===== src/rtl/tbint_params.svh =====
`ifndef TBINT_PARAMS_SVH
`define TBINT_PARAMS_SVH

// Register offsets on the plain register port
`define TBINT_A_TBCFG    4'h0
`define TBINT_A_INTC0    4'h1
`define TBINT_A_INTC1    4'h2
`define TBINT_A_MFI0     4'h3
`define TBINT_A_MFI1     4'h4
`define TBINT_A_MFI2     4'h5
`define TBINT_A_STAT     4'h6

// Time-base configuration fields and reset value
`define TBINT_B_ON       7
`define TBINT_B_CK       6
`define TBINT_B_T1HI     5
`define TBINT_B_T1LO     4
`define TBINT_B_LP       3
`define TBINT_B_T0HI     2
`define TBINT_B_T0LO     0
`define TBINT_TBCFG_RST  8'h37

// Flag and enable positions in the flag/enable registers
`define TBINT_B_FLAG_A   5
`define TBINT_B_FLAG_B   4
`define TBINT_B_EN_A     1
`define TBINT_B_EN_B     0

// INTC0: global enable and interrupt enables
`define TBINT_B_GIE      0
`define TBINT_B_ADE      1
`define TBINT_B_MF0E     2
`define TBINT_B_MF1E     3
`define TBINT_B_MF2E     4
`define TBINT_B_TICK0_INT_ENABLE     5
`define TBINT_B_TICK1_INT_ENABLE     6

// INTC1 flag positions
`define TBINT_B_ADF      0
`define TBINT_B_MF0F     1
`define TBINT_B_MF1F     2
`define TBINT_B_MF2F     3
`define TBINT_B_TICK0_REQUEST_FLAG     4
`define TBINT_B_TICK1_REQUEST_FLAG     5

// Divider sizes and overflow bases
`define TBINT_DIV_W      15
`define TBINT_T0_BASE    8
`define TBINT_T1_BASE    12
`define TBINT_PRE_W      2

// Vector addresses, lowest served first
`define TBINT_V_MF0      12'h004
`define TBINT_V_MF1      12'h008
`define TBINT_V_AD       12'h00C
`define TBINT_V_MF2      12'h010
`define TBINT_V_TB0      12'h014
`define TBINT_V_TB1      12'h018

`endif


===== src/rtl/tbint_pkg.sv =====
package tbint_pkg;
   typedef enum logic [2:0]
   {
      TBINT_SRC_MF0 = 3'h0,
      TBINT_SRC_MF1 = 3'h1,
      TBINT_SRC_AD  = 3'h2,
      TBINT_SRC_MF2 = 3'h3,
      TBINT_SRC_TB0 = 3'h4,
      TBINT_SRC_TB1 = 3'h5,
      TBINT_SRC_NONE = 3'h7
   } tbint_src_t;

   typedef enum logic [1:0]
   {
      TBINT_ST_RUN  = 2'h0,
      TBINT_ST_TAKE = 2'h1,
      TBINT_ST_SLP  = 2'h2
   } tbint_state_t;
endpackage


===== src/rtl/tbint_core.sv =====
// Contract
// - Divider overflow sets its time-base flag
// - Time-base vectors need global, own enable, stack
// - Time-base service clears flag and global enable
// - Bit 6 picks tick clock or sysclk/4
// - Bits 5:4 set tick1 period 4096..32768
// - Bits 2:0 set tick0 period 256..32768
// - Bit 3 crystal low power, variant only
// - Enabled member flags set combined flag
// - Combined service clears only combined, global
// - Conversion flag vectors, auto cleared
// - Timer match flags need own, combined enable
// - EEPROM write flag, not cleared on service
// - Low supply flag stays after service
// - Rising flag wakes SLEEP or IDLE
// - Flags hold until serviced or cleared
// - Entry pushes only program counter
// - Interrupt exit sets global, plain return not
// - Vector address loaded after push
// - Global enable off blocks all, flags recorded
//
// Decided for this implementation: the plain strobed port and the register offsets.
`timescale 1ns/1ps
`default_nettype none
`include "tbint_params.svh"

module tbint_core
   import tbint_pkg::*;
#(
   parameter bit HAS_CRYSTAL = 1'b1
)
(
   // Clock, reset, enable
   input  wire logic        mclk,
   input  wire logic        rst_n,
   input  wire logic        ce,
   // Register port
   input  wire logic [3:0]  reg_addr,
   input  wire logic [7:0]  reg_wdata,
   input  wire logic        reg_wr,
   input  wire logic        reg_rd,
   output logic      [7:0]  reg_rdata,
   // Clock sources and event inputs
   input  wire logic        tick_clk_pulse,
   input  wire logic        t0_period_match,
   input  wire logic        t0_cmpa_match,
   input  wire logic        t1_period_match,
   input  wire logic        t1_cmpa_match,
   input  wire logic        eeprom_write_done,
   input  wire logic        low_supply_detect,
   input  wire logic        conversion_done,
   // Program sequencer
   input  wire logic        stack_full,
   input  wire logic        int_ack,
   input  wire logic        interrupt_exit,
   input  wire logic        subroutine_exit,
   input  wire logic        sleep_enter,
   output logic             int_req,
   output logic      [11:0] int_vector,
   output logic             push_pc,
   output logic             pop_pc,
   output logic             wake_up,
   output logic             slow_crystal_low_power
);

   logic [7:0]         time_base_cfg_q;
   logic               global_int_enable_q;
   logic               conversion_int_enable_q;
   logic               conversion_done_flag_q;
   logic [2:0]         combined_int_enable_q;
   logic [2:0]         combined_request_flag_q;
   logic               tick0_int_enable_q;
   logic               tick1_int_enable_q;
   logic               tick0_request_flag_q;
   logic               tick1_request_flag_q;
   logic [1:0]         timer_period_match_flag_q;
   logic [1:0]         timer_cmpa_match_flag_q;
   logic [1:0]         timer_period_match_enable_q;
   logic [1:0]         timer_cmpa_match_enable_q;
   logic               eeprom_write_done_flag_q;
   logic               eeprom_write_int_enable_q;
   logic               low_supply_request_flag_q;
   logic               low_supply_int_enable_q;
   logic [`TBINT_PRE_W-1:0] pre_q;
   logic [`TBINT_DIV_W-1:0] div_q;
   logic [`TBINT_DIV_W-1:0] div_d;
   logic               tb_clk;
   logic               ovf0;
   logic               ovf1;
   logic [11:0]        flags;
   logic [11:0]        flags_q;
   logic [2:0]         member;
   tbint_src_t         pick;
   tbint_src_t         taken_q;
   tbint_state_t       state_q;
   logic               wr_cfg;
   logic               wr_c0;
   logic               wr_c1;
   logic               wr_m0;
   logic               wr_m1;
   logic               wr_m2;
   logic               svc;
   logic [7:0]         rd_d;

   assign wr_cfg = reg_wr && reg_addr == `TBINT_A_TBCFG;
   assign wr_c0  = reg_wr && reg_addr == `TBINT_A_INTC0;
   assign wr_c1  = reg_wr && reg_addr == `TBINT_A_INTC1;
   assign wr_m0  = reg_wr && reg_addr == `TBINT_A_MFI0;
   assign wr_m1  = reg_wr && reg_addr == `TBINT_A_MFI1;
   assign wr_m2  = reg_wr && reg_addr == `TBINT_A_MFI2;
   assign svc    = ce && state_q == TBINT_ST_RUN && int_req && int_ack;

   // Time-base configuration register
   always_ff @(posedge mclk)
   begin
      if (!rst_n)
         time_base_cfg_q <= `TBINT_TBCFG_RST;
      else if (ce && wr_cfg)
      begin
         time_base_cfg_q <= reg_wdata;
         if (!HAS_CRYSTAL)
            time_base_cfg_q[`TBINT_B_LP] <= 1'b0;
      end
   end

   always_ff @(posedge mclk)
   begin
      if (!rst_n)
         slow_crystal_low_power <= 1'b0;
      else if (ce)
         slow_crystal_low_power <= time_base_cfg_q[`TBINT_B_LP];
   end

   // Clock source select: tick clock or system clock divided by four
   always_ff @(posedge mclk)
   begin
      if (!rst_n)
         pre_q <= '0;
      else if (ce)
         pre_q <= pre_q + 1'b1;
   end

   assign tb_clk = time_base_cfg_q[`TBINT_B_CK] ? (pre_q == '1) : tick_clk_pulse;
   assign div_d  = div_q + 1'b1;

   always_ff @(posedge mclk)
   begin
      if (!rst_n)
         div_q <= '0;
      else if (ce && !time_base_cfg_q[`TBINT_B_ON])
         div_q <= '0;
      else if (ce && tb_clk)
         div_q <= div_d;
   end

   // Overflow when every bit below the selected period boundary wraps
   always_comb
   begin
      ovf0 = time_base_cfg_q[`TBINT_B_ON] && tb_clk &&
             (div_q[`TBINT_T0_BASE-1:0] == '1) &&
             ((`TBINT_DIV_W'(div_q >> `TBINT_T0_BASE) &
               ((`TBINT_DIV_W'(1) << time_base_cfg_q[`TBINT_B_T0HI:`TBINT_B_T0LO]) - 1'b1)) ==
              ((`TBINT_DIV_W'(1) << time_base_cfg_q[`TBINT_B_T0HI:`TBINT_B_T0LO]) - 1'b1));
      ovf1 = time_base_cfg_q[`TBINT_B_ON] && tb_clk &&
             (div_q[`TBINT_T1_BASE-1:0] == '1) &&
             ((`TBINT_DIV_W'(div_q >> `TBINT_T1_BASE) &
               ((`TBINT_DIV_W'(1) << time_base_cfg_q[`TBINT_B_T1HI:`TBINT_B_T1LO]) - 1'b1)) ==
              ((`TBINT_DIV_W'(1) << time_base_cfg_q[`TBINT_B_T1HI:`TBINT_B_T1LO]) - 1'b1));
   end

   // Enables; global enable also driven by service and interrupt exit
   always_ff @(posedge mclk)
   begin
      if (!rst_n)
      begin
         global_int_enable_q     <= 1'b0;
         conversion_int_enable_q <= 1'b0;
         combined_int_enable_q   <= '0;
         tick0_int_enable_q      <= 1'b0;
         tick1_int_enable_q      <= 1'b0;
      end
      else if (ce)
      begin
         if (wr_c0)
         begin
            global_int_enable_q     <= reg_wdata[`TBINT_B_GIE];
            conversion_int_enable_q <= reg_wdata[`TBINT_B_ADE];
            combined_int_enable_q   <= reg_wdata[`TBINT_B_MF2E:`TBINT_B_MF0E];
            tick0_int_enable_q      <= reg_wdata[`TBINT_B_TICK0_INT_ENABLE];
            tick1_int_enable_q      <= reg_wdata[`TBINT_B_TICK1_INT_ENABLE];
         end
         if (svc)
            global_int_enable_q <= 1'b0;
         else if (interrupt_exit)
            global_int_enable_q <= 1'b1;
      end
   end

   // Member flag/enable registers
   always_ff @(posedge mclk)
   begin
      if (!rst_n)
      begin
         timer_period_match_enable_q <= '0;
         timer_cmpa_match_enable_q   <= '0;
         eeprom_write_int_enable_q   <= 1'b0;
         low_supply_int_enable_q     <= 1'b0;
      end
      else if (ce)
      begin
         if (wr_m0)
         begin
            timer_period_match_enable_q[0] <= reg_wdata[`TBINT_B_EN_B];
            timer_cmpa_match_enable_q[0]   <= reg_wdata[`TBINT_B_EN_A];
         end
         if (wr_m1)
         begin
            timer_period_match_enable_q[1] <= reg_wdata[`TBINT_B_EN_B];
            timer_cmpa_match_enable_q[1]   <= reg_wdata[`TBINT_B_EN_A];
         end
         if (wr_m2)
         begin
            eeprom_write_int_enable_q <= reg_wdata[`TBINT_B_EN_A];
            low_supply_int_enable_q   <= reg_wdata[`TBINT_B_EN_B];
         end
      end
   end

   // Member source flags: set wins over software clear, never auto cleared
   always_ff @(posedge mclk)
   begin
      if (!rst_n)
      begin
         timer_period_match_flag_q <= '0;
         timer_cmpa_match_flag_q   <= '0;
         eeprom_write_done_flag_q  <= 1'b0;
         low_supply_request_flag_q <= 1'b0;
      end
      else if (ce)
      begin
         if (wr_m0)
         begin
            timer_period_match_flag_q[0] <= reg_wdata[`TBINT_B_FLAG_B];
            timer_cmpa_match_flag_q[0]   <= reg_wdata[`TBINT_B_FLAG_A];
         end
         if (wr_m1)
         begin
            timer_period_match_flag_q[1] <= reg_wdata[`TBINT_B_FLAG_B];
            timer_cmpa_match_flag_q[1]   <= reg_wdata[`TBINT_B_FLAG_A];
         end
         if (wr_m2)
         begin
            eeprom_write_done_flag_q  <= reg_wdata[`TBINT_B_FLAG_A];
            low_supply_request_flag_q <= reg_wdata[`TBINT_B_FLAG_B];
         end
         if (t0_period_match)
            timer_period_match_flag_q[0] <= 1'b1;
         if (t0_cmpa_match)
            timer_cmpa_match_flag_q[0] <= 1'b1;
         if (t1_period_match)
            timer_period_match_flag_q[1] <= 1'b1;
         if (t1_cmpa_match)
            timer_cmpa_match_flag_q[1] <= 1'b1;
         if (eeprom_write_done)
            eeprom_write_done_flag_q <= 1'b1;
         if (low_supply_detect)
            low_supply_request_flag_q <= 1'b1;
      end
   end

   assign member[0] = |(timer_period_match_flag_q & timer_period_match_enable_q & 2'b01) ||
                      |(timer_cmpa_match_flag_q & timer_cmpa_match_enable_q & 2'b01);
   assign member[1] = |(timer_period_match_flag_q & timer_period_match_enable_q & 2'b10) ||
                      |(timer_cmpa_match_flag_q & timer_cmpa_match_enable_q & 2'b10);
   assign member[2] = (eeprom_write_done_flag_q && eeprom_write_int_enable_q) ||
                      (low_supply_request_flag_q && low_supply_int_enable_q);

   // Serviced flags: events win over service and software clear
   always_ff @(posedge mclk)
   begin
      if (!rst_n)
      begin
         combined_request_flag_q <= '0;
         conversion_done_flag_q  <= 1'b0;
         tick0_request_flag_q    <= 1'b0;
         tick1_request_flag_q    <= 1'b0;
      end
      else if (ce)
      begin
         if (wr_c1)
         begin
            combined_request_flag_q <= reg_wdata[`TBINT_B_MF2F:`TBINT_B_MF0F];
            conversion_done_flag_q  <= reg_wdata[`TBINT_B_ADF];
            tick0_request_flag_q    <= reg_wdata[`TBINT_B_TICK0_REQUEST_FLAG];
            tick1_request_flag_q    <= reg_wdata[`TBINT_B_TICK1_REQUEST_FLAG];
         end
         if (svc)
         begin
            case (pick)
               TBINT_SRC_MF0: combined_request_flag_q[0] <= 1'b0;
               TBINT_SRC_MF1: combined_request_flag_q[1] <= 1'b0;
               TBINT_SRC_MF2: combined_request_flag_q[2] <= 1'b0;
               TBINT_SRC_AD:  conversion_done_flag_q <= 1'b0;
               TBINT_SRC_TB0: tick0_request_flag_q <= 1'b0;
               TBINT_SRC_TB1: tick1_request_flag_q <= 1'b0;
               default: ;
            endcase
         end
         for (int i = 0; i < 3; i++)
            if (member[i])
               combined_request_flag_q[i] <= 1'b1;
         if (conversion_done)
            conversion_done_flag_q <= 1'b1;
         if (ovf0)
            tick0_request_flag_q <= 1'b1;
         if (ovf1)
            tick1_request_flag_q <= 1'b1;
      end
   end

   // Fixed priority, lowest vector first; global enable and stack gate all
   always_comb
   begin
      pick = TBINT_SRC_NONE;
      if (global_int_enable_q && !stack_full)
      begin
         if (combined_request_flag_q[0] && combined_int_enable_q[0])
            pick = TBINT_SRC_MF0;
         else if (combined_request_flag_q[1] && combined_int_enable_q[1])
            pick = TBINT_SRC_MF1;
         else if (conversion_done_flag_q && conversion_int_enable_q)
            pick = TBINT_SRC_AD;
         else if (combined_request_flag_q[2] && combined_int_enable_q[2])
            pick = TBINT_SRC_MF2;
         else if (tick0_request_flag_q && tick0_int_enable_q)
            pick = TBINT_SRC_TB0;
         else if (tick1_request_flag_q && tick1_int_enable_q)
            pick = TBINT_SRC_TB1;
      end
   end

   // Sequencer handshake: request, push return address, then vector
   always_ff @(posedge mclk)
   begin
      if (!rst_n)
      begin
         state_q    <= TBINT_ST_RUN;
         taken_q    <= TBINT_SRC_NONE;
         int_req    <= 1'b0;
         int_vector <= '0;
         push_pc    <= 1'b0;
         pop_pc     <= 1'b0;
      end
      else if (ce)
      begin
         pop_pc  <= interrupt_exit || subroutine_exit;
         push_pc <= 1'b0;
         case (state_q)
            TBINT_ST_RUN:
            begin
               int_req <= pick != TBINT_SRC_NONE && !svc;
               if (svc)
               begin
                  taken_q <= pick;
                  push_pc <= 1'b1;
                  state_q <= TBINT_ST_TAKE;
               end
               else if (sleep_enter)
                  state_q <= TBINT_ST_SLP;
            end
            TBINT_ST_TAKE:
            begin
               case (taken_q)
                  TBINT_SRC_MF0: int_vector <= `TBINT_V_MF0;
                  TBINT_SRC_MF1: int_vector <= `TBINT_V_MF1;
                  TBINT_SRC_AD:  int_vector <= `TBINT_V_AD;
                  TBINT_SRC_MF2: int_vector <= `TBINT_V_MF2;
                  TBINT_SRC_TB0: int_vector <= `TBINT_V_TB0;
                  default:       int_vector <= `TBINT_V_TB1;
               endcase
               state_q <= TBINT_ST_RUN;
            end
            TBINT_ST_SLP:
            begin
               int_req <= 1'b0;
               if (|(flags & ~flags_q))
                  state_q <= TBINT_ST_RUN;
            end
            default: state_q <= TBINT_ST_RUN;
         endcase
      end
   end

   // Wake on any flag rising, enables ignored; a preset flag cannot rise
   assign flags = {combined_request_flag_q, conversion_done_flag_q, tick0_request_flag_q,
                   tick1_request_flag_q, timer_period_match_flag_q, timer_cmpa_match_flag_q,
                   eeprom_write_done_flag_q, low_supply_request_flag_q};

   always_ff @(posedge mclk)
   begin
      if (!rst_n)
      begin
         flags_q <= '0;
         wake_up <= 1'b0;
      end
      else if (ce)
      begin
         flags_q <= flags;
         wake_up <= state_q == TBINT_ST_SLP && |(flags & ~flags_q);
      end
   end

   // Read data, one cycle after the strobe
   always_comb
   begin
      rd_d = 8'h00;
      case (reg_addr)
         `TBINT_A_TBCFG: rd_d = time_base_cfg_q;
         `TBINT_A_INTC0: rd_d = {1'b0, tick1_int_enable_q, tick0_int_enable_q, combined_int_enable_q,
                                 conversion_int_enable_q, global_int_enable_q};
         `TBINT_A_INTC1: rd_d = {2'b00, tick1_request_flag_q, tick0_request_flag_q,
                                 combined_request_flag_q, conversion_done_flag_q};
         `TBINT_A_MFI0:  rd_d = {2'b00, timer_cmpa_match_flag_q[0], timer_period_match_flag_q[0],
                                 2'b00, timer_cmpa_match_enable_q[0], timer_period_match_enable_q[0]};
         `TBINT_A_MFI1:  rd_d = {2'b00, timer_cmpa_match_flag_q[1], timer_period_match_flag_q[1],
                                 2'b00, timer_cmpa_match_enable_q[1], timer_period_match_enable_q[1]};
         `TBINT_A_MFI2:  rd_d = {2'b00, eeprom_write_done_flag_q, low_supply_request_flag_q,
                                 2'b00, eeprom_write_int_enable_q, low_supply_int_enable_q};
         `TBINT_A_STAT:  rd_d = {3'b000, taken_q, state_q};
         default:        rd_d = 8'h00;
      endcase
   end

   always_ff @(posedge mclk)
   begin
      if (!rst_n)
         reg_rdata <= 8'h00;
      else if (ce)
         reg_rdata <= reg_rd ? rd_d : 8'h00;
   end

endmodule
`default_nettype wire


===== config.mk =====
export PLATFORM = sky130hd
export DESIGN_NAME = tbint_core
export DESIGN_NICKNAME = d
export VERILOG_FILES = /design/src/rtl/tbint_pkg.sv /design/src/rtl/tbint_core.sv
export VERILOG_INCLUDE_DIRS = /design/src /design/src/rtl
export SDC_FILE = /design/constraint.sdc
export NUM_CORES = 1
export LEC_CHECK = 0
export BUFFER_PORTS_ARGS = -buffer_cell sky130_fd_sc_hd__buf_2
export CAP_MARGIN = 15
export CORE_ASPECT_RATIO = 2
export CORE_MARGIN = 3
export CORE_UTILIZATION = 24
export DETAILED_ROUTE_END_ITERATION = 12
export GPL_TIMING_DRIVEN = 0
export PLACE_DENSITY = 0.39
export SKIP_CTS_REPAIR_TIMING = 1
export SKIP_LAST_GASP = 1
export SYNTH_ARGS = -nofsm -noshare
export SYNTH_HDL_FRONTEND = slang
export SYNTH_SLANG_ARGS = --single-unit

===== constraint.sdc =====
create_clock -name mclk -period 2.19 [get_ports mclk]
set_input_delay 0 -clock mclk [delete_from_list [all_inputs] [get_ports mclk]]
set_output_delay 0 -clock mclk [all_outputs]
set_load 0.05 [all_outputs]

## Yosys cells after proc, flatten, opt, wreduce, memory -nomap -nowiden

Cells that the tools add are included.

- Add/subtract/negate cells: 4
- Eq/ne operators: 25
- Shift operators: 2
- Multiplexer cells: 53
- Bitwise operators: 7
- Reduce and logical (&&, ||, !) cells: 64

Operators with widths:

| kind | number |
|---|---|
| one-hot mux 8 bit (7 select lines) | 1 |
| two-way mux 1 bit | 36 |
| == test 15 bit | 2 |
| subtractor 15 x 1 -> 15 bit, second input constant | 2 |
| logical AND 1 bit | 28 |
| AND reduction 2 bit | 13 |
| one-hot mux 5 bit (5 select lines) | 1 |
| two-way mux 3 bit | 7 |
| adder 15 x 1 -> 15 bit, second input constant | 1 |
| bitwise AND 3 x 15 -> 15 bit | 1 |
| bitwise AND 7 x 15 -> 15 bit | 1 |
| << shifter 1 x 2 -> 15 bit, first input constant | 1 |
| << shifter 1 x 3 -> 15 bit, first input constant | 1 |
| nonzero test 2 bit | 7 |
| bitwise AND 12 bit | 1 |
| == test 12 bit, second input constant | 1 |
| == test 3 x 2 -> 1 bit, second input constant | 4 |
| == test 4 x 3 -> 1 bit, second input constant | 3 |
| NOT 12 bit | 1 |
| OR reduction 12 bit | 1 |
| two-way mux 2 bit | 5 |
| == test 3 bit, second input constant | 3 |
| == test 4 x 2 -> 1 bit, second input constant | 2 |
| == test 8 bit, second input constant | 1 |
| 20 further kinds | 31 |

- Register bits after elaboration: 92
- Bits of input ports: 30
- Output and inout port bits: 25
- Logic and storage cells: 189

## Depth between registers and ports, before layout

Gate-level depths: netlist (run 1).

- Word-level depth: 12
- Depth in mapped cells: 7
- Gate-level depth less buffers: 7

## Worst setup path after synthesis (run 1)

No wires, ideal clock.

- Kind: reg-to-reg
- Start point: reg int_req
- End point: reg conversion_done_flag_q
- Setup time: 146 ps
- Data arrival time: 1586 ps
- Required time: 2044 ps
- Slack: 458 ps
- Stages on the path, launching flop included: 6
- Path buffers: 0
- Period minus slack after synthesis: 1732 ps
- Cells stage by stage: dfxtp_1 nand2_1 nor2_2 nand2_1 nor4_1 a41oi_1

- Cells in the longest elaborated chain, start to end: 4

Ends and longest elaborated chain:

| item | RTL line | source |
|---|---|---|
| from (decl) | tbint_core.sv:58 | `output logic int_req,` |
| from (signal assigned) | tbint_core.sv:361 | `int_req <= pick != TBINT_SRC_NONE && !svc;` |
| logical AND 1 bit (2 in a row) | tbint_core.sv:111 | `assign svc = ce && state_q == TBINT_ST_RUN && int_req && int_ack;` |
| two-way mux 1 bit | tbint_core.sv:297 | `if (svc)` |
| two-way mux 1 bit | tbint_core.sv:312 | `if (conversion_done)` |
| to (signal assigned) | tbint_core.sv:293 | `` conversion_done_flag_q <= reg_wdata[`TBINT_B_ADF]; `` |
| to (decl) | tbint_core.sv:69 | `logic conversion_done_flag_q;` |

Every way passes these cells.
A chain may end at the register's enable or synchronous reset.

## Final worst setup path (run 1)

- Start point: reg state_q[0]
- End point: reg conversion_done_flag_q

- Cells in the longest elaborated chain, start to end: 6

Ends and longest elaborated chain:

| item | RTL line | source |
|---|---|---|
| from (decl) | tbint_core.sv:95 | `tbint_state_t state_q;` |
| from (signal assigned) | tbint_core.sv:347 | `state_q <= TBINT_ST_RUN;` |
| from (signal assigned) | tbint_core.sv:366 | `state_q <= TBINT_ST_TAKE;` |
| from (signal assigned) | tbint_core.sv:369 | `state_q <= TBINT_ST_SLP;` |
| logical NOT 2 bit | tbint_core.sv:111 |  |
| logical AND 1 bit (3 in a row) | tbint_core.sv:111 |  |
| two-way mux 1 bit | tbint_core.sv:297 |  |
| two-way mux 1 bit | tbint_core.sv:312 |  |

Every way passes these cells.

==> results of run 1 <==
[stage by stage]
stage          std cells  TNS, ns
2_1_floorplan        476        0
3_3_place_gp         727    -1.32
3_5_place_dp         728    -1.00
4_1_cts              744        0
5_1_grt              756        0
6_report             756        0
[area by class of cell]
class | instances | area (sq um) | share of cell area (%)
buffer | 30 | 164 | 3.19
clock buffer | 9 | 225 | 4.38
clock inverter | 7 | 92.6 | 1.80
inverter | 13 | 48.8 | 0.950
multi-input combinational | 350 | 2340 | 45.6
sequential | 83 | 1660 | 32.3
tap | 207 | 259 | 5.04
timing repair buffer | 57 | 345 | 6.72
[how the worst max path moves through the flow]
stage                                          start                      to  slack, ns  cells after the start
final                                     state_q[0]  conversion_done_flag_q       0.18                      5
after global routing                      state_q[0]  conversion_done_flag_q       0.08                      5
after CTS                                 state_q[0]  conversion_done_flag_q       0.19                      5
after detailed placement                          ce  conversion_done_flag_q      -0.14                      5
after global placement    timer_cmpa_match_flag_q[0]                 wake_up      -0.26                      5
after floorplan                              int_req  conversion_done_flag_q       0.46                      5
[critical path: stages (launching register included)]
cell	delay, ns
dfxtp_1	0.39
or3b_1	0.44
nor2_2	0.33
nand2_1	0.22
nor4_1	0.33
a41oi_1	0.14
[metal layers]
metal / vias up / wire (um) / part of all wire, %
li1: 1802 / - / -
met1: 1721 / 5000 / 35
met2: 70 / 8520 / 59
met5: - / 0 / 0
met3: 25 / 334 / 2.3
met4: 0 / 529 / 3.7
[state kept, by name, summed over array words and instances, names as in the netlist, 3 cells and up]
name                     cells
div_q                       15
flags_q                     12
reg_rdata                    8
time_base_cfg_q              8
combined_int_enable_q        3
combined_request_flag_q      3
int_vector                   3
taken_q                      3
[cells by family after synthesis]
kind of cell,synth area share [%]
simple gates,23.7
buf+inv,5.08
other cells,0.0896
flops,39.7
mux,13.5
compound gates,14.6
fa+ha+maj,0.897
xor+xnor,2.51
[power by group]
group	leakage, nW	switching [mW]	internal, mW
logic	1.07	0.239	0.148
registers	0.674	0.0433	1.55
clock network	0.147	0.644	0.994
total	1.89	0.927	2.69
[cells in the final DEF, fill, tap and decap left out, types with 17 or more instances in the layout]
cell,n
nor2_1,24
dfxtp_1,83
o21ai_0,17
nor2b_1,51
a21oi_1,20
nand2_1,39
mux2i_1,45
buf_2,47
==> results.py, run 1 <==
metrics = {
    "pwr": {
        "finalPower_mw": 3.61,
        "power.density_nw_per_um2": 703,
        "ir_drop_mv": 0.383,
        "p_leak_nw": 1.89,
    },
    "global_route": {
        "grt_pass1_wl_mm": 21.9,
        "use_met2_pct": 31.5,
        "use_met1_pct": 14.8,
        "grt_overflow_total": 0,
        "first_global_vias": 3607,
        "grt_antenna_before_repair": 0,
        "use_met3_pct": 2.13,
        "grtUsageTotal_pct": 15.6,
        "grt_max_degree": 15,
        "busiest_layer": "met2",
    },
    "route": {
        "num_vias": 3618,
        "drt-total-wl_mm": 14.4,
        "drt_pass1_iterations": 4,
        "drtIter0Drc": 165,
        "post_drt_wl_per_cell_um": 19.0,
        "drc_errors": 0,
        "ant_nets": 0,
        "via_per_inst": 4.79,
    },
    "cts": {
        "cts.clk_slew.worst_paths_ns": 0.06,
        "clk_latency_ns": 0.35,
        "cts.sinks": 83,
        "cts_made_buffers": 9,
        "max-clock-path-buffers": 2,
        "cts_tree": "yes",
        "ctsHtreeMaxLevel": 3,
        "cts_root_buf": "clkbuf_16",
    },
    "synth": {
        "synth_seq_cells": 83,
        "synthDistinctLibCells": 57,
        "synth_commonest_cells": "dfxtp_1 (83), nor2b_1 (51), mux2i_1 (45)",
        "ys_warn_count": 0,
        "synth_edf_count": 0,
        "netlist_area_sq_um": 4190,
        "syn_inst": 468,
        "async_flop_share_pct": 0,
        "syn_area_per_cell_sq_um": 8.94,
        "synth_area_leaders": "dfxtp_1 (40%), mux2i_1 (11%), nor2b_1 (7.6%), nand2_1 (3.5%), a21oi_1 (2.4%)",
        "synth_top_area_cell": "dfxtp_1",
        "yosysMostFrequentCell": "dfxtp_1",
        "yosys.area.top_type_share_pct": 39.7,
        "ys.flop_type": "dfxtp_1",
        "ys_seq_area_share_pct": 39.7,
    },
    "placement": {
        "gp_congestion": 0.893,
        "hpwl_mm": 11.5,
        "dpl_cell_area_sq_um": 4700,
        "place_ws_ns": -0.142,
        "port-buffer-count": 44,
    },
    "die": {
        "die_y_um": 193,
        "die_area_sq_um": 19200,
        "core_area_sq_um": 16900,
        "io_pins": 55,
        "die-width_um": 99.4,
        "initial_core_util_pct": 24.7,
        "rows": 67,
    },
    "hold_path": {
        "hold_depth": 3,
        "holdCritPathClass": "primary input to register",
        "min_from": "reg_rd",
        "holdPathEnd": "reg_rdata[7]",
    },
    "layout": {
        "drive_above_1_share_pct": 16.2,
        "final_area_sq_um": 5140,
        "n_fill_cell": 1826,
        "syn_to_final_growth_pct": 22.8,
        "nNetsFinal": 577,
        "post-route-util_pct": 30.3,
        "num_antenna_cells": 0,
    },
    "sta": {
        "rsz0062_at_grt": "false",
        "finClkSkew_ns": 0.00947,
        "max_freq_mhz": 498,
        "slew_viol_final": 0,
        "whs_ns": -0.00796,
        "timing.final.crit_share_pct": 91.7,
        "maxSlewHeadroom_pct": 37.9,
        "worstMarginPinSlew_ns": 0.932,
        "period_minus_slack_ns": 2.01,
        "hold_viol": 1,
        "fin_ws_ns": 0.182,
        "setup_viol": 0,
    },
    "critical_path": {
        "reg2reg_depth": 5,
        "r2r-end": "conversion_done_flag_q",
        "arrival_ns": 2.19,
        "crit_type": "register to register",
        "cp_max_fo": 7,
        "r2r-start": "state_q[0]",
        "reg2reg_slack_ns": 0.18,
        "startpoint_type": "register",
        "cp-end-kind": "register",
        "required_ns": 2.37,
    },
    "status": {
        "failed_checks": "hold timing",
        "outcome": "finished, violations left",
    },
    "job": {
        "drv_cap": 0,
    },
}
Power figures use the tool's default switching activity.
==> run 2: changes to the inputs <==
--- a/config.mk
+++ b/config.mk
@@ -11,9 +11,10 @@
 export CORE_ASPECT_RATIO = 2
 export CORE_MARGIN = 3
 export CORE_UTILIZATION = 24
+export CTS_CLUSTER_DIAMETER = 200
 export DETAILED_ROUTE_END_ITERATION = 12
 export GPL_TIMING_DRIVEN = 0
-export PLACE_DENSITY = 0.39
+export PLACE_DENSITY = 0.4
 export SKIP_CTS_REPAIR_TIMING = 1
 export SKIP_LAST_GASP = 1
 export SYNTH_ARGS = -nofsm -noshare
==> constraint.sdc (replaced) <==
create_clock -name mclk -period 1.6 [get_ports mclk]
set_input_delay 0 -clock mclk [delete_from_list [all_inputs] [get_ports mclk]]
set_output_delay 0 -clock mclk [all_outputs]
set_load 0.05 [all_outputs]
==> run 2 against run 1 <==
Against the previous run:
- the run ends with hold timing, setup timing left
- via count increased by 4.6%
- clock skew decreased by 0.0013 ns
- cell area grew 3.9%
- clock power rose by 28%
- combinational power increased by 40%
- worst hold slack worse by 0.012 ns
- count of clock-buffer cells in the layout rose by 2
- core utilization grew 1.2 points
- setup slack got worse by 0.23 ns
- critical path depth unchanged
- critical endpoint unchanged
==> results.py, run 2 (synthesis results as in run 1) <==
metrics = {
    "status": {
        "outcome": "finished, violations left",
        "failed_checks": "hold timing, setup timing",
    },
    "sta": {
        "slew_viol_final": 0,
        "maxSlewHeadroom_pct": 40.5,
        "period_minus_slack_ns": 1.65,
        "timing.final.crit_share_pct": 103,
        "worstMarginPinSlew_ns": 0.893,
        "rsz0062_at_grt": "true",
        "whs_ns": -0.0204,
        "finClkSkew_ns": 0.00821,
        "max_freq_mhz": 605,
        "hold_viol": 2,
        "fin_ws_ns": -0.0520,
        "setup_viol": 2,
    },
    "layout": {
        "drive_above_1_share_pct": 23.1,
        "largest_registers": "div_q x15, flags_q x12",
        "layout_commonest_cell": "dfxtp_1",
        "largest_reg_flops": 15,
        "mostFrequentLayoutCells": "dfxtp_1 (76), nor2b_1 (50), buf_2 (47), mux2i_1 (45), nand2_1 (38)",
        "syn_to_final_growth_pct": 27.5,
        "n_fill_cell": 1856,
        "nNetsFinal": 586,
        "top_register": "div_q",
        "post-route-util_pct": 31.5,
        "num_antenna_cells": 0,
    },
    "critical_path": {
        "cp-end-kind": "register",
        "r2r-start": "state_q[0]",
        "reg2reg_slack_ns": -0.05,
        "critPathTopFamily": "simple AND/OR/NAND/NOR gates",
        "slowest_stage": "or3b_4",
        "arrival_ns": 1.85,
        "r2r-end": "conversion_done_flag_q",
        "crit_cells": 5,
        "reg2reg_depth": 5,
        "startpoint_type": "register",
        "cp_max_fo": 7,
        "slowest_delay_ns": 0.42,
        "crit_path_cell_trace": "or3b_4 -> nor2_4 -> nand2_4 -> nor4_4 -> a41oi_1",
        "crit_type": "register to register",
        "crit_buf_inv": 0,
        "required_ns": 1.80,
    },
    "route": {
        "via_per_inst": 4.95,
        "post_drt_wl_per_cell_um": 19.4,
        "ant_nets": 0,
        "drc_errors": 0,
        "drtIter0Drc": 201,
        "drt-total-wl_mm": 14.8,
        "drt_pass1_iterations": 4,
        "num_vias": 3783,
    },
    "hold_path": {
        "holdPathEnd": "reg_rdata[7]",
        "hold_depth": 3,
        "holdCritPathClass": "primary input to register",
        "min_from": "reg_rd",
    },
    "pwr": {
        "finalPower_mw": 4.82,
        "power.density_nw_per_um2": 903,
        "ir_drop_mv": 0.499,
        "p_leak_nw": 1.96,
    },
    "global_route": {
        "grtUsageTotal_pct": 15.5,
        "grt_overflow_total": 0,
        "grt_antenna_before_repair": 0,
        "busiest_layer": "met2",
        "use_met1_pct": 14.1,
        "first_global_vias": 3791,
        "grt_max_degree": 14,
        "use_met2_pct": 30.3,
        "grt_pass1_wl_mm": 21.8,
        "use_met3_pct": 2.13,
    },
    "die": {
        "rows": 67,
        "die_area_sq_um": 19200,
        "io_pins": 55,
        "die_y_um": 193,
        "core_area_sq_um": 16900,
        "die-width_um": 99.4,
        "initial_core_util_pct": 24.7,
    },
    "cts": {
        "cts.sinks": 83,
        "cts_tree": "yes",
        "cts.clk_slew.worst_paths_ns": 0.06,
        "cts_made_buffers": 9,
        "ctsHtreeMaxLevel": 3,
        "cts_root_buf": "clkbuf_16",
        "clk_latency_ns": 0.35,
        "max-clock-path-buffers": 2,
    },
    "placement": {
        "hpwl_mm": 11.6,
        "port-buffer-count": 44,
        "gp_congestion": 0.879,
    },
    "job": {
        "drv_cap": 0,
    },
}
==> run 2: cell count changes in the layout (fill, tap and decap cells not counted), sizes merged <==
| cell | delta |
|---|---|
| clkinv | +1 |
| clkinvlp | -2 |
| bufinv | -1 |
| or3 | +1 |
| clkbuf | +2 |
| dlygate4sd3 | -1 |
| buf | +9 |
==> run 2: where the power goes <==
part	switching, mW	total, mW	internal, mW	leakage [nW]
Clock	0.857	2.10	1.24	0.145
Combinational	0.330	0.540	0.210	1.14
Sequential	0.0603	2.18	2.12	0.675
==> run 2: how the worst max path moves through the flow <==
stage	from	endpoint	slack, ns
CTS	state_q[0]	conversion_done_flag_q	-0.33
floorplan	state_q[0]	conversion_done_flag_q	0.03
global placement	timer_cmpa_match_flag_q[0]	state_q[1]	-0.75
global route	state_q[0]	conversion_done_flag_q	-0.12
finish	state_q[0]	conversion_done_flag_q	-0.05
detailed placement	ce	conversion_done_flag_q	-0.65
==> run 2: area by class of cell <==
type                       count  area, sq um  area share [%]
clock buffer                  11          243            4.55
multi-input combinational    351         2490            46.7
tap                          207          259            4.85
inverter                      13         48.8           0.914
buffer                        29          163            3.05
timing repair buffer          66          410            7.69
clock inverter                 5         52.6           0.985
sequential                    83         1670            31.3
==> run 2: metal layers <==
metal	up-vias	wire length [um]
met5	-	0
met4	0	1140
met3	52	448
met2	113	8250
met1	1802	4960
li1	1816	-
==> run 2: metrics by stage <==
stage	setup slack, ns	instance area [sq um]	instances	setup TNS [ns]	hold WS [ns]
after floorplan	0.0302	4220	476	0	0.128
after global placement	-0.749	4700	727	-11.87	0.259
after detailed placement	-0.648	4710	728	-10.44	0.271
after CTS	-0.330	5000	744	-3.92	-0.102
after global routing	-0.119	5340	765	-0.515	0.00398
final	-0.0520	5340	765	-0.0650	-0.0204
==> run 2: worst reg2reg max path, stage by stage, from the launching register on <==
cell	delay (ns)
dfxtp_2	0.37
or3b_4	0.42
nor2_4	0.20
nand2_4	0.11
nor4_4	0.28
a41oi_1	0.13
